File: config.mk
export PLATFORM = sky130hd
export DESIGN_NAME = tsc_top
export DESIGN_NICKNAME = d
export VERILOG_FILES = /design/src/tsc_top.v /design/src/tsc_sync.v
export VERILOG_INCLUDE_DIRS = /design/src
export SDC_FILE = /design/constraint.sdc
export NUM_CORES = 1
export LEC_CHECK = 0
export ABC_AREA = 1
export CORE_MARGIN = 3
export CORE_UTILIZATION = 40
export DETAILED_ROUTE_END_ITERATION = 12
export DONT_BUFFER_PORTS = 1
export GPL_ROUTABILITY_DRIVEN = 0
export HOLD_SLACK_MARGIN = 0.02
export PLACE_DENSITY = 0.55
export SLEW_MARGIN = 20
export SYNTH_ARGS = -nofsm -noshare
export SYNTH_HDL_FRONTEND = slang
export SYNTH_SLANG_ARGS = --single-unit
File: constraint.sdc
create_clock -name I_CLK -period 11 [get_ports I_CLK]
set_clock_uncertainty 0.15 [all_clocks]
set_input_delay 2.2 -clock I_CLK [delete_from_list [all_inputs] [get_ports I_CLK]]
set_output_delay 2.2 -clock I_CLK [all_outputs]
set_load 0.02 [all_outputs]
File: src/tsc_map.vh
`ifndef TSC_MAP_VH
`define TSC_MAP_VH

// ****************************************
// Clock and timing
// ****************************************
`define TSC_CLK_HZ        50000000
`define TSC_CONV_TIME_MS  1000
`define TSC_NV_TIME_MS    10
// Longest times in whole cycles at the clock above, sized to the timer
`define TSC_CONV_CYC      26'h2FA_F080
`define TSC_NV_CYC        26'h7_A120
`define TSC_TMR_W         26

// ****************************************
// Serial framing
// ****************************************
`define TSC_CMD_BITS      5'h08
`define TSC_LAST_CFG_BIT  5'h0F
`define TSC_LAST_VAL_BIT  5'h10
`define TSC_CNT_MAX       5'h1F

// ****************************************
// Command codes
// ****************************************
`define TSC_CMD_RD_TEMP   8'hAA
`define TSC_CMD_RD_COUNT  8'hA0
`define TSC_CMD_RD_SLOPE  8'hA9
`define TSC_CMD_WR_UPPER  8'h01
`define TSC_CMD_WR_LOWER  8'h02
`define TSC_CMD_RD_UPPER  8'hA1
`define TSC_CMD_RD_LOWER  8'hA2
`define TSC_CMD_START     8'hEE
`define TSC_CMD_STOP      8'h22
`define TSC_CMD_WR_CFG    8'h0C
`define TSC_CMD_RD_CFG    8'hAC

// ****************************************
// Configuration/status bit positions
// ****************************************
`define TSC_CFG_DONE      7
`define TSC_CFG_HIGH_FLAG 6
`define TSC_CFG_LOW_FLAG  5
`define TSC_CFG_NV_BUSY   4
`define TSC_CFG_FIX1      3
`define TSC_CFG_FIX0      2
`define TSC_CFG_HOST_SEL  1
`define TSC_CFG_SINGLE    0

// ****************************************
// Reset values
// ****************************************
`define TSC_RST_HOST_SEL  1'b0
`define TSC_RST_SINGLE    1'b0
`define TSC_RST_UPPER     9'h000
`define TSC_RST_LOWER     9'h000
`define TSC_RST_PINS      3'h6

`endif

File: src/tsc_top.v
`timescale 1ns/1ps
`include "tsc_map.vh"

module tsc_top #(
  parameter [`TSC_TMR_W-1:0] CONV_CYC = `TSC_CONV_CYC,
  parameter [`TSC_TMR_W-1:0] NV_CYC   = `TSC_NV_CYC
) (
  // Clock and reset
  input  wire       I_CLK,
  input  wire       I_RST,
  // Three-wire port
  input  wire       I_SEL,
  input  wire       I_CLOCK_OR_CONVERT_PIN,
  input  wire       I_DQ,
  output reg        O_DQ,
  output reg        O_DQ_OE,
  // Measurement core
  input  wire [8:0] I_MEAS_TEMP,
  input  wire [8:0] I_MEAS_COUNT,
  input  wire [8:0] I_MEAS_SLOPE,
  output reg        O_MEAS_RUN,
  // Thermostat outputs
  output reg        O_T_HIGH,
  output reg        O_T_LOW,
  output reg        O_T_COM
);

  // ****************************************
  // Pin synchronisation and edge detection
  // ****************************************
  wire [2:0] pin_lvl;
  wire       sel;
  wire       sclk;
  wire       dq_in;
  reg        sclk_q;
  reg        sa_hold_q;

  tsc_sync #(
    .W       (3),
    .RST_VAL (`TSC_RST_PINS)
  ) u_sync (
    .i_clk (I_CLK),
    .i_rst (I_RST),
    .i_pin ({I_CLOCK_OR_CONVERT_PIN, I_DQ, I_SEL}),
    .o_lvl (pin_lvl)
  );

  assign sel   = pin_lvl[0];
  assign dq_in = pin_lvl[1];
  assign sclk  = pin_lvl[2];

  wire sclk_rise = sclk & ~sclk_q;
  wire sclk_fall = ~sclk & sclk_q;

  // ****************************************
  // Configuration and measurement state
  // ****************************************
  reg [8:0]  upper_limit;
  reg [8:0]  lower_limit;
  reg [8:0]  temp_val;
  reg [8:0]  count_val;
  reg [8:0]  slope_val;
  reg        done;
  reg        high_limit_flag;
  reg        low_limit_flag;
  reg        nv_write_busy;
  reg        host_sel;
  reg        single_conversion_mode;

  wire [7:0] cfg_rd;

  // Status word; bits 3 and 2 are fixed
  assign cfg_rd = {done, high_limit_flag, low_limit_flag, nv_write_busy,
                   1'b1, 1'b0, host_sel, single_conversion_mode};

  // Stand-alone convert request, gated by host-select
  wire sa_hold;
  assign sa_hold = ~host_sel & ~sel & ~sclk;

  // Edge history of clock pin and stand-alone request
  always @(posedge I_CLK or posedge I_RST) begin
    if (I_RST) begin
      sclk_q    <= 1'b1;
      sa_hold_q <= 1'b0;
    end else begin
      sclk_q    <= sclk;
      sa_hold_q <= sa_hold;
    end
  end

  // ****************************************
  // Serial command engine
  // ****************************************
  reg  [4:0] bit_cnt;
  reg  [7:0] cmd;
  reg  [8:0] rd_sh;
  reg  [8:0] wr_sh;
  reg        is_rd;
  reg        st_start;
  reg        st_stop;
  reg        st_wr_upper;
  reg        st_wr_lower;
  reg        st_wr_cfg;
  reg  [8:0] wr_val;

  // Both shifters take the new bit at the top: LSB first
  wire [7:0] next_cmd = {dq_in, cmd[7:1]};
  wire [8:0] next_wr  = {dq_in, wr_sh[8:1]};

  // Command decode, data shifting and data line drive
  always @(posedge I_CLK or posedge I_RST) begin
    if (I_RST) begin
      bit_cnt     <= 5'h00;
      cmd         <= 8'h00;
      rd_sh       <= 9'h000;
      wr_sh       <= 9'h000;
      is_rd       <= 1'b0;
      O_DQ        <= 1'b0;
      O_DQ_OE     <= 1'b0;
      st_start    <= 1'b0;
      st_stop     <= 1'b0;
      st_wr_upper <= 1'b0;
      st_wr_lower <= 1'b0;
      st_wr_cfg   <= 1'b0;
      wr_val      <= 9'h000;
    end else begin
      st_start    <= 1'b0;
      st_stop     <= 1'b0;
      st_wr_upper <= 1'b0;
      st_wr_lower <= 1'b0;
      st_wr_cfg   <= 1'b0;
      if (!sel) begin
        // Select low aborts the transfer and floats the line
        bit_cnt <= 5'h00;
        is_rd   <= 1'b0;
        O_DQ_OE <= 1'b0;
      end else if (sclk_rise) begin
        // Input bit sampled on rising edge; line released
        O_DQ_OE <= 1'b0;
        if (bit_cnt != `TSC_CNT_MAX) begin
          bit_cnt <= bit_cnt + 5'h01;
        end
        if (bit_cnt < `TSC_CMD_BITS) begin
          cmd <= next_cmd;
          if (bit_cnt == `TSC_CMD_BITS - 5'h01) begin
            is_rd <= 1'b1;
            case (next_cmd)
              `TSC_CMD_RD_TEMP:  rd_sh <= temp_val;
              `TSC_CMD_RD_COUNT: rd_sh <= count_val;
              `TSC_CMD_RD_SLOPE: rd_sh <= slope_val;
              `TSC_CMD_RD_UPPER: rd_sh <= upper_limit;
              `TSC_CMD_RD_LOWER: rd_sh <= lower_limit;
              `TSC_CMD_RD_CFG:   rd_sh <= {1'b0, cfg_rd};
              default: begin
                is_rd <= 1'b0;
                rd_sh <= 9'h000;
              end
            endcase
            st_start <= (next_cmd == `TSC_CMD_START);
            st_stop  <= (next_cmd == `TSC_CMD_STOP);
          end
        end else begin
          wr_sh <= next_wr;
          // Commit only when the last data bit arrives
          if (bit_cnt == `TSC_LAST_VAL_BIT) begin
            wr_val      <= next_wr;
            st_wr_upper <= (cmd == `TSC_CMD_WR_UPPER);
            st_wr_lower <= (cmd == `TSC_CMD_WR_LOWER);
          end
          if (bit_cnt == `TSC_LAST_CFG_BIT) begin
            wr_val    <= {1'b0, next_wr[8:1]};
            st_wr_cfg <= (cmd == `TSC_CMD_WR_CFG);
          end
        end
      end else if (sclk_fall && is_rd && bit_cnt >= `TSC_CMD_BITS) begin
        // Drive next bit after falling edge; zeros refill
        O_DQ    <= rd_sh[0];
        O_DQ_OE <= 1'b1;
        rd_sh   <= {1'b0, rd_sh[8:1]};
      end
    end
  end

  // ****************************************
  // Conversion sequencer
  // ****************************************
  localparam [2:0] ST_IDLE = 3'b001;
  localparam [2:0] ST_CONV = 3'b010;
  localparam [2:0] ST_LAST = 3'b100;

  reg [2:0]            state;
  reg [`TSC_TMR_W-1:0] conv_cnt;
  reg [`TSC_TMR_W-1:0] nv_cnt;
  reg                  cont;

  wire sa_start  = sa_hold & ~sa_hold_q;
  wire start_req = st_start | sa_start;
  wire conv_end  = (state != ST_IDLE) && (conv_cnt == CONV_CYC - 1'b1);
  // Keep running in continuous mode or while pin held low
  wire go_on     = ((state == ST_CONV) & cont) | sa_hold;

  // Signed results compared with limits
  wire at_high = $signed(I_MEAS_TEMP) >= $signed(upper_limit);
  wire at_low  = $signed(I_MEAS_TEMP) <= $signed(lower_limit);

  // Sequencing, result capture, flags and thermostat outputs
  always @(posedge I_CLK or posedge I_RST) begin
    if (I_RST) begin
      state      <= ST_IDLE;
      conv_cnt   <= {`TSC_TMR_W{1'b0}};
      cont       <= 1'b0;
      done       <= 1'b0;
      temp_val   <= 9'h000;
      count_val  <= 9'h000;
      slope_val  <= 9'h000;
      O_MEAS_RUN <= 1'b0;
      O_T_HIGH   <= 1'b0;
      O_T_LOW    <= 1'b0;
      O_T_COM    <= 1'b0;
    end else begin
      case (state)
        ST_IDLE: begin
          if (start_req) begin
            // One-shot unless continuous mode requested
            state      <= ST_CONV;
            conv_cnt   <= {`TSC_TMR_W{1'b0}};
            cont       <= st_start & ~single_conversion_mode;
            done       <= 1'b0;
            O_MEAS_RUN <= 1'b1;
          end
        end
        ST_CONV, ST_LAST: begin
          if (st_stop) begin
            state <= ST_LAST;
          end
          if (start_req && !st_stop) begin
            state <= ST_CONV;
            cont  <= st_start & ~single_conversion_mode;
          end
          if (conv_end) begin
            temp_val  <= I_MEAS_TEMP;
            count_val <= I_MEAS_COUNT;
            slope_val <= I_MEAS_SLOPE;
            done      <= 1'b1;
            // Outputs change only at a conversion end
            O_T_HIGH  <= at_high;
            O_T_LOW   <= at_low;
            if (at_high) begin
              O_T_COM <= 1'b1;
            end else if (at_low) begin
              O_T_COM <= 1'b0;
            end
            conv_cnt  <= {`TSC_TMR_W{1'b0}};
            if (go_on && !st_stop) begin
              state <= ST_CONV;
            end else begin
              state      <= ST_IDLE;
              O_MEAS_RUN <= 1'b0;
            end
          end else begin
            conv_cnt <= conv_cnt + 1'b1;
          end
        end
        default: begin
          state      <= ST_IDLE;
          O_MEAS_RUN <= 1'b0;
        end
      endcase
    end
  end

  // ****************************************
  // Configuration, limits and limit flags
  // ****************************************
  wire cell_write = st_wr_upper | st_wr_lower | st_wr_cfg;

  // Host writes, nonvolatile busy timer and sticky flags
  always @(posedge I_CLK or posedge I_RST) begin
    if (I_RST) begin
      upper_limit            <= `TSC_RST_UPPER;
      lower_limit            <= `TSC_RST_LOWER;
      host_sel               <= `TSC_RST_HOST_SEL;
      single_conversion_mode <= `TSC_RST_SINGLE;
      high_limit_flag        <= 1'b0;
      low_limit_flag         <= 1'b0;
      nv_write_busy          <= 1'b0;
      nv_cnt                 <= {`TSC_TMR_W{1'b0}};
    end else begin
      if (st_wr_upper) begin
        upper_limit <= wr_val;
      end
      if (st_wr_lower) begin
        lower_limit <= wr_val;
      end
      if (st_wr_cfg) begin
        // Done and busy bits are not writable
        host_sel               <= wr_val[`TSC_CFG_HOST_SEL];
        single_conversion_mode <= wr_val[`TSC_CFG_SINGLE];
      end
      // Writing 0 clears; a same-cycle set wins
      if (conv_end && at_high) begin
        high_limit_flag <= 1'b1;
      end else if (st_wr_cfg && !wr_val[`TSC_CFG_HIGH_FLAG]) begin
        high_limit_flag <= 1'b0;
      end
      if (conv_end && at_low) begin
        low_limit_flag <= 1'b1;
      end else if (st_wr_cfg && !wr_val[`TSC_CFG_LOW_FLAG]) begin
        low_limit_flag <= 1'b0;
      end
      // Cell write time, restarted by each committed write
      if (cell_write) begin
        nv_write_busy <= 1'b1;
        nv_cnt        <= {`TSC_TMR_W{1'b0}};
      end else if (nv_write_busy) begin
        if (nv_cnt == NV_CYC - 1'b1) begin
          nv_write_busy <= 1'b0;
        end else begin
          nv_cnt <= nv_cnt + 1'b1;
        end
      end
    end
  end

endmodule // tsc_top

File: src/tsc_sync.v
`timescale 1ns/1ps

// ****************************************
// Three-stage pin synchroniser with agreement filter
// ****************************************
module tsc_sync #(
  parameter         W       = 3,
  parameter [W-1:0] RST_VAL = {W{1'b0}}
) (
  // Clock and reset
  input  wire         i_clk,
  input  wire         i_rst,
  // Pin side
  input  wire [W-1:0] i_pin,
  // Filtered level
  output reg  [W-1:0] o_lvl
);

  reg [W-1:0] ff1;
  reg [W-1:0] ff2;
  reg [W-1:0] ff3;

  // Shift chain; a bit changes once stages two and three agree
  always @(posedge i_clk or posedge i_rst) begin
    if (i_rst) begin
      ff1   <= RST_VAL;
      ff2   <= RST_VAL;
      ff3   <= RST_VAL;
      o_lvl <= RST_VAL;
    end else begin
      ff1   <= i_pin;
      ff2   <= ff1;
      ff3   <= ff2;
      o_lvl <= (ff2 & ff3) | (o_lvl & (ff2 ^ ff3));
    end
  end

endmodule // tsc_sync

==> results of run 1 <==
-- worst min path at each step --
stage	start	endpoint	slack (ps)
global placement	u_sync.ff1[0]	u_sync.ff2[0]	190
global route	u_sync.ff1[1]	u_sync.ff2[1]	210
floorplan	u_sync.ff1[0]	u_sync.ff2[0]	180
detailed placement	u_sync.ff1[0]	u_sync.ff2[0]	190
finish	u_sync.ff1[1]	u_sync.ff2[1]	200
CTS	u_sync.ff1[1]	u_sync.ff2[1]	210
-- kinds of logic (layout without fill, tap and decap cells) --
logic type / count (synthesis) / after routing / share of synthesized area [%]
buffers and inverters: 192 / 201 / 8.24
AOI/OAI and AO/OA: 162 / 162 / 10.1
adders and majority gates: 27 / 27 / 3.57
xor gates and xnor gates: 17 / 17 / 1.57
and+or+nand+nor: 679 / 679 / 30.8
DFF: 172 / 172 / 45.6
-- flip-flops by register name, summed over array words and instances, names as in the netlist, 3 cells and up --
name	flops
wr_sh	8
cmd	8
u_sync.ff2	3
u_sync.ff3	3
slope_val	9
lower_limit	9
conv_cnt	26
rd_sh	9
wr_val	9
u_sync.ff1	3
upper_limit	9
temp_val	9
count_val	9
u_sync.o_lvl	3
state	3
bit_cnt	5
nv_cnt	26
-- per-stage QoR --
| step | instances | area, um2 |
|---|---|---|
| after floorplan | 1249 | 9460 |
| after global placement | 1539 | 9720 |
| after detailed placement | 1539 | 9720 |
| after CTS | 1571 | 10300 |
| after global routing | 1571 | 10300 |
| final | 1571 | 10300 |
-- power breakdown --
part | switching [uW] | internal (uW)
registers | 34.8 | 672
logic | 163 | 53.8
clock network | 258 | 338
-- metal layers --
| metal | vias to the layer above | part of all wire, % |
|---|---|---|
| met5 | - | 0 |
| met4 | 0 | 1.4 |
| met3 | 24 | 3.7 |
| met2 | 124 | 45 |
| li1 | 4015 | - |
| met1 | 3688 | 50 |
-- area by class of cell --
cell class | instances | area (um2)
fillers | 2359 | 12600
multi-input cells | 885 | 4360
flip-flops and latches | 172 | 4320
inverters | 166 | 628
clock buffers | 20 | 437
well taps | 313 | 392
clock inverters | 12 | 139
repair buffers | 3 | 26.3
-- cells in the final DEF (no fill, tap or decap), drive strengths merged, types with 2 or more instances in the layout --
cell / Yosys / final
clkbuf: 10 / 20
nor2: 180 / 180
nor4: 6 / 6
dfstp: 10 / 10
o21ai: 97 / 97
nor3: 29 / 29
o211ai: 3 / 3
or2: 3 / 3
nand2: 338 / 338
bufinv: 0 / 2
o22ai: 14 / 14
dfrtp: 162 / 162
clkinv: 1 / 7
xor2: 16 / 16
buf: 16 / 3
nand4: 36 / 36
nand3: 82 / 82
a21o: 4 / 4
ha: 27 / 27
nand3b: 3 / 3
a21oi: 40 / 40
inv: 165 / 168
==> impl_metrics.yaml, run 1 <==
setup_path:
  r2r_start: "state[2]"
  endpoint: "O_MEAS_RUN"
  critPathArrivalTime_ps: 930
  end_kind: "output pin"
  crit_path_start_kind: "flop"
  critical_path_required_ps: 8650
  path_depth: 0
  r2r_slack_ps: 7820
  rr_worst_depth: 9
  path_max_fanout: 2
  critPathLaunch: "O_MEAS_RUN"
  critical_path_class: "flop to output pin"
  worstReg2RegEnd: "cont"
timing:
  rsz0062_at_grt: "no"
  clock.fmax_ghz: 0.304
  timing.hold.ws_ps: 201
  fin_crit_ps: 3280
  slew_headroom_pct: 40.7
  post-route-period-util_pct: 29.9
  tightest_slew_ps: 886
  fin_ws_ps: 7720
  hold_viol_final: 0
  maxSlewViolCount: 0
  setup_tns_ps: 0
  setup_viol: 0
job:
  max_cap_violations: 0
yosys:
  async_flop_share_pct: 100
  synth.distinct_cells: 41
  yosysSeqAreaShare_pct: 45.6
  yosysMostFrequentCell: "nand2_1"
  syn_area_mm2: 0.00946
  synth_top_area_cell: "dfrtp_1"
  synth_cells: 1249
  ys_top_cells_by_count: "nand2_1 (334), nor2_1 (169), dfrtp_1 (162), inv_1 (159), o21ai_0 (94)"
  ys_seq_elements: 172
  yosys_warnings: 0
  avgSynthCellArea_um2: 7.57
  ys.flop_type: "dfrtp_1"
  synth_top_cell_area_share_pct: 42.9
  synth_fp_nets: 1308
  ys_top_cells_by_area: "dfrtp_1 (43%), nand2_1 (13%), nor2_1 (6.7%), inv_1 (6.3%), o21ai_0 (5.0%)"
  synth_edf_count: 0
routing:
  drc: 0
  drtIter0Drc: 521
  avgRoutedWirePerCell_um: 14.7
  wl_um: 23100
  first_pass_iters: 5
  routed_via_density: 5.00
  vias: 7851
  ant_nets: 0
global_routing:
  grt_antenna_before_repair: 0
  grt.met2_usage_pct: 29.5
  met3_usage_pct: 3.53
  grt_pass1_vias: 7599
  grt_max_degree: 92
  track_usage_pct: 19.0
  top_usage_layer: "met2"
  overflow: 0
  grtUsageMet1_pct: 27.3
  grt_pass1_wl_um: 39600
floorplanning:
  coreArea_mm2: 0.0229
  pin_count: 38
  row_count: 55
  dieWidth_um: 160
  die_area_mm2: 0.0255
  die_h_um: 160
  initial_core_util_pct: 41.3
clock_tree:
  cts_tree: "yes"
  cts_buffers: 17
  clk_path_buf_depth: 2
  post_cts_resized: 0
  cts-htree-levels: 4
  cts_hold_buf: 0
  clockRootBuffer: "clkbuf_16"
  numClockSinks: 172
  postCtsSetupBuffers: 0
  clkSlewWorstSetupHoldPaths_ps: 70
  clock_latency_ps: 430
pwr:
  irDropWorstVdd_mv: 0.103
  power_density_mw_per_mm2: 147
  power_uw: 1520
  power_leakage_uw: 0.00471
layout:
  num_antenna_cells: 0
  drive_above_1_share_pct: 7.95
  syn2layout_area_growth_pct: 8.90
  final_core_util_pct: 45.0
  fin_nets: 1304
placement:
  hpwlAfterDp_um: 16800
  numPortBuffers: 0
  dp_slack_ps: 6890
min_path:
  hp-class: "flop to flop"
  hold_path_depth: 0
run_status:
  status: "complete, no violations"
Note: power is estimated with default switching activity, not from simulation.
==> run 2, diff against run 1 <==
--- a/config.mk
+++ b/config.mk
@@ -6,14 +6,14 @@
 export SDC_FILE = /design/constraint.sdc
 export NUM_CORES = 1
 export LEC_CHECK = 0
-export ABC_AREA = 1
+export ABC_AREA = 0
 export CORE_MARGIN = 3
 export CORE_UTILIZATION = 40
 export DETAILED_ROUTE_END_ITERATION = 12
 export DONT_BUFFER_PORTS = 1
 export GPL_ROUTABILITY_DRIVEN = 0
 export HOLD_SLACK_MARGIN = 0.02
-export PLACE_DENSITY = 0.55
+export PLACE_DENSITY = 0.57
 export SLEW_MARGIN = 20
 export SYNTH_ARGS = -nofsm -noshare
 export SYNTH_HDL_FRONTEND = slang
==> constraint.sdc (replaced) <==
create_clock -name I_CLK -period 3 [get_ports I_CLK]
set_clock_uncertainty 0.15 [all_clocks]
set_input_delay 0.6 -clock I_CLK [delete_from_list [all_inputs] [get_ports I_CLK]]
set_output_delay 0.6 -clock I_CLK [all_outputs]
set_load 0.02 [all_outputs]
==> run 2 against run 1 <==
Compared with the run above: final area is 5.6% lower; area after synthesis decreased by 8.4%; die area is 8.1% lower; critical endpoint is now conv_cnt[17]; register-to-register slack worse by 7300 ps; clock power grew to 4.1 times the previous value; combinational power increased to 3.6 times the previous value.
==> impl_metrics.yaml, run 2 <==
floorplanning:
  pin_count: 38
  die_area_mm2: 0.0235
  dieWidth_um: 153
  coreArea_mm2: 0.0212
  initial_core_util_pct: 41.0
  row_count: 53
  die_h_um: 153
placement:
  numPortBuffers: 0
  hpwlAfterDp_um: 14200
  postPlaceCellArea_mm2: 0.00905
setup_path:
  r2r_start: "state[0]"
  crit_path_start_kind: "flop"
  critPathLaunch: "state[0]"
  worstPathCellList: "nor3b_2, o21ai_2, a211o_1, or4_1, a21oi_1"
  critical_path_class: "flop to flop"
  end_kind: "flop"
  slowest_stage: "dfstp_2"
  cpPeakStageDelay_ps: 620
  critical_path_required_ps: 3200
  crit_family: "simple AND/OR/NAND/NOR gates"
  critPathArrivalTime_ps: 2690
  worst-path-buf-inv: 0
  path_max_fanout: 19
clock_tree:
  post_cts_resized: 0
  numClockSinks: 172
  clkSlewWorstSetupHoldPaths_ps: 70
  cts-htree-levels: 4
  cts_tree: "yes"
  clk_path_buf_depth: 2
  cts_buffers: 17
  clockRootBuffer: "clkbuf_16"
  postCtsSetupBuffers: 0
  cts_hold_buf: 3
  clock_latency_ps: 420
layout:
  fin_area_mm2: 0.00972
  fin_nets: 898
  layout_common_cells: "dfrtp_1 (162), nor2_1 (63), nand2_1 (57)"
  drive_above_1_share_pct: 15.4
  syn2layout_area_growth_pct: 12.2
  top_regs: "conv_cnt: 26 flops, nv_cnt: 26 flops"
  final_common_cell: "dfrtp_1"
  num_antenna_cells: 0
timing:
  timing.hold.ws_ps: 50.3
  fin_crit_ps: 2480
  rsz0062_at_grt: "no"
  setup_tns_ps: 0
  slew_headroom_pct: 57.6
  maxSlewViolCount: 0
  post-route-period-util_pct: 82.8
  setup_viol: 0
  clock.fmax_ghz: 0.403
  tightest_slew_ps: 633
  hold_viol_final: 0
yosys:
  synth_cells: 832
  synth.distinct_cells: 68
  synth_edf_count: 0
  ys.flop_type: "dfrtp_1"
  syn_area_mm2: 0.00867
  ys_top_cells_by_count: "dfrtp_1 (162), nor2_1 (63), nand2_1 (57), o21ai_0 (51), mux2_2 (49)"
  synth_top_area_cell: "dfrtp_1"
  yosys_warnings: 0
  synth_top_cell_area_share_pct: 46.8
  ys_top_cells_by_area: "dfrtp_1 (47%), mux2_2 (6.4%), ha_1 (3.9%), dfstp_2 (3.0%), o21ai_0 (2.9%)"
  ys_seq_elements: 172
  yosysSeqAreaShare_pct: 49.8
  synth_fp_nets: 891
  yosysMostFrequentCell: "dfrtp_1"
  avgSynthCellArea_um2: 10.4
  async_flop_share_pct: 100
pwr:
  switching_share_pct: 26.9
  power.share.clock_pct: 40.8
  p_comb_share_pct: 13.3
  irDropWorstVdd_mv: 0.305
  power_density_mw_per_mm2: 608
  pwr-share-seq_pct: 46.0
  p_switching_uw: 1590
  power_uw: 5910
  power_leakage_uw: 0.00403
  internal_power_uw: 4320
global_routing:
  grt_pass1_vias: 6136
  grt_antenna_before_repair: 0
  overflow: 0
  track_usage_pct: 17.7
  grt_pass1_wl_um: 33700
  grt_max_degree: 51
min_path:
  hp-class: "input pin to flop"
  min-delay-start: "I_SEL"
routing:
  routed_via_density: 5.58
  drtIter0Drc: 420
  wl_um: 19900
  first_pass_iters: 5
  avgRoutedWirePerCell_um: 17.6
  vias: 6286
  drc: 0
  ant_nets: 0
run_status:
  status: "complete, no violations"
job:
  max_cap_violations: 0
==> run 2: final cells by class <==
type / instances / area, um2
Fill cell: 1988 / 11400
Sequential cell: 172 / 4320
Multi-Input combinational cell: 586 / 4050
Clock buffer: 20 / 447
Tap cell: 275 / 344
Timing Repair Buffer: 27 / 235
Clock inverter: 11 / 190
Inverter: 35 / 135
==> run 2: stage by stage <==
stage	util [%]	instances	setup slack [ps]
floorplan	-	832	61.5
global placement	42.8	1092	584
detailed placement	42.8	1092	543
CTS	45.9	1126	515
global route	45.9	1126	389
finish	45.9	1126	516
==> run 2: power by group through the flow <==
| stage | Clock, uW | Combinational (uW) | Sequential [uW] |
|---|---|---|---|
| after floorplan | 0 | 577 | 2650 |
| after global placement | 0 | 768 | 2750 |
| after detailed placement | 0 | 774 | 2760 |
| after CTS | 2460 | 784 | 2710 |
| after global routing | 2570 | 876 | 2740 |
| final | 2410 | 783 | 2720 |
==> run 2: layer usage <==
layer,part of all wire (%),track usage [%]
met5,0,0
met4,1.2,4.88
met3,4.1,3.51
met2,44,26.2
met1,51,26.5
==> run 2: worst paths after layout <==
kind / cells after the start / end / slack (ps)
worst max-delay path: 5 / conv_cnt[17] / 520
worst min-delay path: 0 / u_sync.ff1[0] / 50
worst max register to register: 5 / conv_cnt[17] / 520
worst min register to register: 0 / u_sync.ff2[0] / 200
max in group asynchronous: 3 / nv_cnt[16] / 1500
min in group asynchronous: 2 / slope_val[1] / 460
==> run 2: logic make-up (layout without fill, tap and decap cells) <==
| logic type | count (synthesis) | count (layout) | share of synthesized area [%] |
|---|---|---|---|
| AOI/OAI and AO/OA | 174 | 174 | 13.0 |
| xor gates and xnor gates | 37 | 37 | 3.74 |
| adders and majority gates | 27 | 27 | 3.90 |
| buffers and inverters | 74 | 93 | 3.51 |
| DFF | 172 | 172 | 49.8 |
| muxes | 64 | 64 | 8.10 |
| and+or+nand+nor | 284 | 284 | 17.9 |
